**src/video_refresh_consts.svh**
```systemverilog
`ifndef VIDEO_REFRESH_CONSTS_SVH
`define VIDEO_REFRESH_CONSTS_SVH

// ==========================================================
// Register indices (byte address is four times the index)
`define IDX_HTOTAL    5'h00
`define IDX_VTOTAL    5'h04
`define IDX_VDISP     5'h06
`define IDX_VSYNC     5'h07
`define IDX_MODE      5'h08
`define IDX_CURSTART  5'h0A
`define IDX_CUREND    5'h0B
`define IDX_CURPOS_HI 5'h0E
`define IDX_CURPOS_LO 5'h0F
`define IDX_UPD_HI    5'h12
`define IDX_UPD_LO    5'h13
`define IDX_STATUS    5'h1E
`define IDX_TRIGGER   5'h1F

// ==========================================================
// Mode control fields
`define MC_ILACE      0
`define MC_VIDEO      1
`define MC_ROWCOL     2
`define MC_TRANSP     3
`define MC_CURSKEW    5
`define MC_STROBE     6
`define MC_INTERLEAVE 7
`define MC_RESET      8'h00

// ==========================================================
// Cursor start fields and blink
`define CS_MODE_HI    6
`define CS_MODE_LO    5
`define CMODE_STEADY  2'h0
`define CMODE_OFF     2'h1
`define CMODE_BLINK16 2'h2
`define BLINK16_BIT   3
`define BLINK32_BIT   4

// ==========================================================
// Status fields
`define ST_READY      7
`define ST_VRETRACE   5

`endif

```
**src/video_refresh_pkg.sv**
```systemverilog
package video_refresh_pkg;

  // ========================================================
  // Update sequencer states
  typedef enum logic [2:0] {
    UPD_IDLE  = 3'h1,
    UPD_WAIT  = 3'h2,
    UPD_DRIVE = 3'h4
  } upd_state_t;

  // ========================================================
  // Timing chain inputs, same clock domain
  typedef struct packed {
    logic [13:0] scanLinear;
    logic [7:0]  scanColumn;
    logic [5:0]  scanRow;
    logic [4:0]  rasterLine;
    logic        charTick;
    logic        fieldStart;
    logic        retrace;
    logic        vRetrace;
  } scan_in_t;

  // ========================================================
  // Refresh memory side outputs
  typedef struct packed {
    logic [13:0] refreshAddr;
    logic [4:0]  rasterAddr;
    logic        sharedPin;
    logic        updStrobe;
    logic        cursor;
    logic        oddField;
    logic        phi1;
  } refresh_out_t;

  // ========================================================
  // Whole module state
  typedef struct packed {
    logic [7:0]   hTotal;
    logic [6:0]   vTotal;
    logic [6:0]   vDisp;
    logic [6:0]   vSync;
    logic [7:0]   modeCtl;
    logic [6:0]   curStart;
    logic [4:0]   curEnd;
    logic [13:0]  curPos;
    logic [13:0]  updAddr;
    logic         updReady;
    upd_state_t   upd;
    logic         phase;
    logic [4:0]   fieldCnt;
    logic         curDly;
    refresh_out_t out;
    logic         pready;
    logic         pslverr;
    logic [31:0]  prdata;
  } vr_state_t;

endpackage : video_refresh_pkg

```
**src/video_refresh_addr_cursor.sv**
```systemverilog
`timescale 1ns/1ps
`include "video_refresh_consts.svh"
module video_refresh_addr_cursor
  import video_refresh_pkg::*;
(
  input  wire logic         sys_clk,
  input  wire logic         rst,
  input  wire logic         psel,
  input  wire logic         penable,
  input  wire logic         pwrite,
  input  wire logic [7:0]   paddr,
  input  wire logic [31:0]  pwdata,
  output logic              pready,
  output logic              pslverr,
  output logic [31:0]       prdata,
  input  wire scan_in_t     scanIn,
  output refresh_out_t      refreshOut
);

  // ========================================================
  // Decode helpers
  function automatic logic isMapped(input logic [7:0] a);
    logic [4:0] i;
    i = a[6:2];
    isMapped = 1'b0;
    if (a[7] == 1'b0 && a[1:0] == 2'h0) begin
      case (i)
        `IDX_HTOTAL, `IDX_VTOTAL, `IDX_VDISP, `IDX_VSYNC, `IDX_MODE,
        `IDX_CURSTART, `IDX_CUREND, `IDX_CURPOS_HI, `IDX_CURPOS_LO,
        `IDX_UPD_HI, `IDX_UPD_LO, `IDX_STATUS, `IDX_TRIGGER: isMapped = 1'b1;
        default: isMapped = 1'b0;
      endcase
    end
  endfunction : isMapped

  function automatic logic [13:0] inc14(input logic [13:0] v);
    inc14 = v + 14'h0001;
  endfunction : inc14

  // ========================================================
  // State
  vr_state_t   state_q;
  vr_state_t   state_d;
  logic [13:0] scanSel;
  logic [4:0]  rasterEff;
  logic        transp;
  logic        interleave;
  logic        lineIn;
  logic        posMatch;
  logic        blinkOn;
  logic        cursorRaw;
  logic        apbDone;
  logic        trigger;
  logic [4:0]  idx;

  assign idx        = paddr[6:2];
  assign apbDone    = psel & penable & state_q.pready;
  assign trigger    = apbDone & pwrite & !state_q.pslverr & (idx == `IDX_TRIGGER);
  assign transp     = state_q.modeCtl[`MC_TRANSP];
  assign interleave = state_q.modeCtl[`MC_INTERLEAVE];
  assign scanSel    = state_q.modeCtl[`MC_ROWCOL] ?
                      {scanIn.scanRow, scanIn.scanColumn} :
                      scanIn.scanLinear;
  assign rasterEff  = (state_q.modeCtl[`MC_VIDEO] & state_q.modeCtl[`MC_ILACE]) ?
                      {scanIn.rasterLine[3:0], state_q.out.oddField} :
                      scanIn.rasterLine;
  assign lineIn     = (rasterEff >= state_q.curStart[4:0]) &&
                      (rasterEff <= state_q.curEnd);
  assign posMatch   = (scanSel == state_q.curPos);

  always_comb begin
    case (state_q.curStart[`CS_MODE_HI:`CS_MODE_LO])
      `CMODE_STEADY:  blinkOn = 1'b1;
      `CMODE_OFF:     blinkOn = 1'b0;
      `CMODE_BLINK16: blinkOn = state_q.fieldCnt[`BLINK16_BIT];
      default:        blinkOn = state_q.fieldCnt[`BLINK32_BIT];
    endcase
  end

  assign cursorRaw = blinkOn & lineIn & posMatch;

  // ========================================================
  // Next state
  always_comb begin
    state_d         = state_q;
    state_d.pready  = 1'b0;
    state_d.pslverr = 1'b0;
    state_d.phase   = ~state_q.phase;

    // APB access phase: answer one cycle after the first access cycle
    if (psel && penable && !state_q.pready) begin
      state_d.pready  = 1'b1;
      state_d.pslverr = !isMapped(paddr);
      state_d.prdata  = 32'h0000_0000;
      if (!pwrite) begin
        case (idx)
          `IDX_CURPOS_HI: state_d.prdata[5:0] = state_q.curPos[13:8];
          `IDX_CURPOS_LO: state_d.prdata[7:0] = state_q.curPos[7:0];
          `IDX_STATUS: begin
            state_d.prdata[`ST_READY]    = state_q.updReady;
            state_d.prdata[`ST_VRETRACE] = scanIn.vRetrace;
          end
          default: state_d.prdata = 32'h0000_0000;
        endcase
      end
    end

    if (apbDone && pwrite && !state_q.pslverr) begin
      case (idx)
        `IDX_HTOTAL:    state_d.hTotal          = pwdata[7:0];
        `IDX_VTOTAL:    state_d.vTotal          = pwdata[6:0];
        `IDX_VDISP:     state_d.vDisp           = pwdata[6:0];
        `IDX_VSYNC:     state_d.vSync           = pwdata[6:0];
        `IDX_MODE:      state_d.modeCtl         = pwdata[7:0];
        `IDX_CURSTART:  state_d.curStart        = pwdata[6:0];
        `IDX_CUREND:    state_d.curEnd          = pwdata[4:0];
        `IDX_CURPOS_HI: state_d.curPos[13:8]    = pwdata[5:0];
        `IDX_CURPOS_LO: state_d.curPos[7:0]     = pwdata[7:0];
        `IDX_UPD_HI:    state_d.updAddr[13:8]   = pwdata[5:0];
        `IDX_UPD_LO:    state_d.updAddr[7:0]    = pwdata[7:0];
        default:        state_d.hTotal          = state_q.hTotal;
      endcase
    end

    // Update sequencer, started only by writes to the trigger register
    case (state_q.upd)
      UPD_IDLE: begin
        if (trigger && transp) begin
          state_d.updReady = 1'b0;
          state_d.upd      = UPD_WAIT;
        end
      end
      UPD_WAIT: begin
        if (interleave) begin
          if (state_d.phase == 1'b0) begin
            state_d.updReady = 1'b1;
            state_d.updAddr  = inc14(state_q.updAddr);
            state_d.upd      = UPD_IDLE;
          end
        end else if (scanIn.retrace) begin
          state_d.upd = UPD_DRIVE;
        end
      end
      UPD_DRIVE: begin
        state_d.updReady = 1'b1;
        state_d.updAddr  = inc14(state_q.updAddr);
        state_d.upd      = UPD_IDLE;
      end
      default: state_d.upd = UPD_IDLE;
    endcase

    // Field parity and blink counter
    if (scanIn.fieldStart) begin
      state_d.fieldCnt     = state_q.fieldCnt + 5'h01;
      state_d.out.oddField = state_q.modeCtl[`MC_ILACE] ?
                             ~state_q.out.oddField : 1'b0;
    end

    // Refresh address and strobe
    state_d.out.phi1      = (state_d.phase == 1'b0);
    state_d.out.updStrobe = (state_d.upd == UPD_DRIVE);
    state_d.out.rasterAddr = rasterEff;
    if (!transp) begin
      state_d.out.refreshAddr = scanSel;
    end else if (interleave) begin
      state_d.out.refreshAddr = state_d.out.phi1 ?
                                state_q.updAddr : scanSel;
    end else begin
      state_d.out.refreshAddr = state_d.out.updStrobe ?
                                state_q.updAddr : scanSel;
    end
    state_d.out.sharedPin = (transp && state_q.modeCtl[`MC_STROBE]) ?
                            state_d.out.updStrobe : rasterEff[4];

    // Cursor, optionally one character late
    if (scanIn.charTick) begin
      state_d.curDly     = cursorRaw;
      state_d.out.cursor = state_q.modeCtl[`MC_CURSKEW] ?
                           state_q.curDly : cursorRaw;
    end
  end

  always_ff @(posedge sys_clk or posedge rst) begin
    if (rst) begin
      state_q         <= '0;
      state_q.modeCtl <= `MC_RESET;
      state_q.upd     <= UPD_IDLE;
    end else begin
      state_q <= state_d;
    end
  end

  assign pready     = state_q.pready;
  assign pslverr    = state_q.pslverr;
  assign prdata     = state_q.prdata;
  assign refreshOut = state_q.out;
endmodule : video_refresh_addr_cursor

```
**config.mk**
```make
export PLATFORM = sky130hd
export DESIGN_NAME = video_refresh_addr_cursor
export DESIGN_NICKNAME = d
export VERILOG_FILES = /design/src/video_refresh_pkg.sv /design/src/video_refresh_addr_cursor.sv
export VERILOG_INCLUDE_DIRS = /design/src
export SDC_FILE = /design/constraint.sdc
export NUM_CORES = 1
export LEC_CHECK = 0
export ABC_CLOCK_PERIOD_IN_PS = 3200
export BUFFER_PORTS_ARGS = -buffer_cell sky130_fd_sc_hd__buf_2
export CORE_MARGIN = 2
export CORE_UTILIZATION = 53
export DETAILED_ROUTE_END_ITERATION = 8
export GPL_TIMING_DRIVEN = 0
export PLACE_DENSITY = 0.81
export SYNTH_ARGS = -nofsm -noshare
export SYNTH_HDL_FRONTEND = slang
export SYNTH_SLANG_ARGS = --single-unit
export TNS_END_PERCENT = 100
```
**constraint.sdc**
```tcl
create_clock -name sys_clk -period 3.2 [get_ports sys_clk]
set_input_delay 0.32 -clock sys_clk [delete_from_list [all_inputs] [get_ports sys_clk]]
set_output_delay 0.32 -clock sys_clk [all_outputs]
set_load 0.05 [all_outputs]
```
==> reports/results.tsv <==
stage	metric	value	unit
timing	fin crit share	0.792	
routing	wire length on met2	5.51	mm
yosys	ranking of synthesized cells by area	dfrtp_1 (45%), buf_4 (8.4%), mux2_2 (7.6%)	
global_route	number of global-route vias before repair	3686	
place	Post-DP HPWL	8.60	mm
hold_path	Worst Hold Endpoint	state_q[58]	
hold_path	Cells on Worst Hold Path	2	
timing	Peak Freq	0.395	GHz
routing	First-pass DRT Iterations	4	
yosys	area share of the largest cell type after synthesis	0.454	
layout	fraction of layout cells with a size suffix above 1	0.360	
clocking	H-tree Lvls	3	
routing	DRC viols	0	
yosys	FF+latch count, synth	92	
run_status	outcome	finished, final reports clean	
yosys	Syn Inst Count	486	
yosys	number of synthesized flops with an enable pin	0	
floorplanning	io pins	140	
yosys	top_reg_cell synth	dfrtp_1	
floorplanning	Initial Utilization	0.546	
layout	# nets final	705	
power_and_ir_drop	Static Leakage	0.00297	uW
worst_setup_path	path depth of the worst reg2reg path	9	
power_and_ir_drop	Power Density	429	nW/um^2
routing	WL per Instance	15.7	um
place	Port Buffers	89	
worst_setup_path	crit path max fanout	5	
worst_setup_path	Critical Path End Type	flip-flop	
yosys	Mapped Area	5020	um^2
hold_path	Min-Delay Path Class	in2reg	
place	Placed Cells	710	
worst_setup_path	Critical Path Start Type	flip-flop	
routing	routed length on met3	606	um
clocking	post-CTS sizing	0	
hold_path	hold_sp	scanIn[3]	
worst_setup_path	RR Startpoint	state_q[109]	
timing	skew final	0.0113	ns
global_route	gr ovfl total	0	
clocking	clock sinks	92	
global_route	first-pass GRT wire length	18.2	mm
floorplanning	# rows	35	
clocking	CTS tree	built	
timing	Setup violations, final	0	
layout	final instance area	5950	um^2
layout	antenna diode count	0	
clocking	cts bufs inserted	9	
routing	vias	3880	
timing	Slew @ Worst Pin	0.684	ns
place	post-place setup slack	0.668	ns
yosys	Post-synth ARST share	1.00	
routing	Metal-1 WL	5.07	mm
place	GPL Wtd Cong	0.947	
floorplanning	core area	9200	um^2
routing	top routing layer in use	met4	
worst_setup_path	WP data required	3.47	ns
yosys	post-synth cell types	52	
clocking	CTS clk-pin slew, worst paths	0.09	ns
job	maxcap violations	0	
routing	Antenna Nets Post-Route	0	
timing	slew margin rel.	0.542	
global_route	initial antenna violation count	0	
yosys	leading area contributor after synthesis	dfrtp_1	
timing	max-slew violation count	0	
timing	endpoints failing hold	0	
floorplanning	Die W	101	um
worst_setup_path	reg2reg end	state_q[58]	
clocking	Post-CTS Hold Buffers	1	
clocking	clock root cell	clkbuf_8	
place	placed inst area	5720	um^2
power_and_ir_drop	worst vdd ir	190	uV
yosys	Mean Syn Cell Area	10.3	um^2
layout	Area Growth Syn to Fin	18.6	%
routing	Via-to-Cell Ratio	5.34	
worst_setup_path	critical path type	reg2reg	
floorplanning	Die Footprint	10300	um^2
layout	Finished Layout Cells	727	
routing	DR iter-0 viols	212	
worst_setup_path	CP Data Arrival Time	2.80	ns
global_route	largest net degree at the start of global routing	74	
routing	Final Routed Wirelength	11.4	mm
clocking	postcts setup bufs	0	
floorplanning	Die Ht	101	um
worst_setup_path	R2R setup slack	0.67	ns
clocking	clock tree buffer depth	2	
timing	Tmin final	2.53	ns
yosys	Ys Warns	0	
clocking	latest clock arrival within the worst-skew pair	0.36	ns
timing	RSZ-0062 raised after global routing	false	
yosys	Seq/Total Area, Yosys	0.459	
timing	Final WS setup	0.666	ns
global_route	gr usage total	0.229	
-- per-stage QoR --
step | total power [uW] | TNS (ns) | hold slack (ns) | util
detailed placement | 1710 | 0 | 0.290 | 0.622
CTS | 2570 | 0 | 0.212 | 0.647
finish | 2550 | 0 | 0.209 | 0.647
global route | 2660 | 0 | 0.214 | 0.647
floorplan | 1590 | 0 | 0.367 | -
global placement | 1680 | -43.33 | 0.385 | 0.619
-- layer usage --
layer	GRT usage	vias to the layer above
li1	-	1851
met1	0.318	1882
met2	0.370	127
met3	0.0297	20
met4	0.0863	0
met5	0	-
-- registers in the layout (all words and copies together) (netlist names) --
signal	cells
interleave	1
state_d	1
pslverr	1
refreshOut	24
prdata	8
pready	1
state_q	56
-- final cells by class --
class | count | area (um^2)
plain buffers | 72 | 502
clock buffers | 9 | 124
clock inverters | 7 | 98.8
fillers | 792 | 3240
inverters | 21 | 81.3
multi-input cells | 324 | 2220
flip-flops and latches | 92 | 2300
well taps | 111 | 139
repair buffers | 91 | 483
-- cells by family after synthesis --
family	Yosys count	synth area share
and+or+nand+nor	126	0.130
xor gates and xnor gates	19	0.0331
muxes	59	0.133
other	1	0.000747
buffers and inverters	93	0.116
DFF	92	0.459
adders and majority gates	12	0.0299
AOI/OAI and AO/OA	84	0.0992
-- where the power goes --
group / switching [uW] / internal (uW)
sequential: 51.0 / 1220
clock: 422 / 446
combinational: 256 / 155
total: 729 / 1820
-- layout by cell type, fill, tap and decap left out, types with 6 or more instances in the layout --
cell      instances
clkbuf_8          9
mux2_4            7
nand4_1          11
buf_2            94
nand2_1          32
nand3_1          10
xor2_1           13
nor2_1           35
o21ai_0          22
clkbuf_1          8
a22oi_1           6
a21oi_1          31
dfrtp_1          91
mux2_2           34
ha_1             12
inv_1            20
mux2i_1          18
conb_1           24
xnor2_1           6
buf_4            56
-- how the worst max path moves through the flow --
stage	from	to	slack, ns	cells past startpoint
finish	state_q[109]	state_q[58]	0.67	9
global route	state_q[109]	state_q[58]	0.44	9
CTS	state_q[109]	state_q[58]	0.64	9
detailed placement	state_q[109]	state_q[58]	0.67	9
global placement	rst	prdata[2]	-0.48	2
floorplan	rst	interleave	0.49	1
-- cell usage after synthesis (6+ instances only) --
master	count
a21oi_1	31
a22oi_1	6
buf_4	56
clkbuf_1	8
dfrtp_1	91
ha_1	12
inv_1	21
mux2_2	34
mux2_4	7
mux2i_1	18
nand2_1	32
nand3_1	10
nand4_1	11
nor2_1	35
o21ai_0	22
xnor2_1	6
xor2_1	13
-- critical path: stages (launching register included) --
cell and delay [ns]:
dfrtp_1 0.41, nand2_1 0.18, mux2_2 0.40, ha_1 0.31, a21o_1 0.18, a21oi_1 0.13
nor2b_1 0.07, o32ai_1 0.30, o2111ai_1 0.25, mux2i_1 0.21
Note: power is estimated with default switching activity, not from simulation.
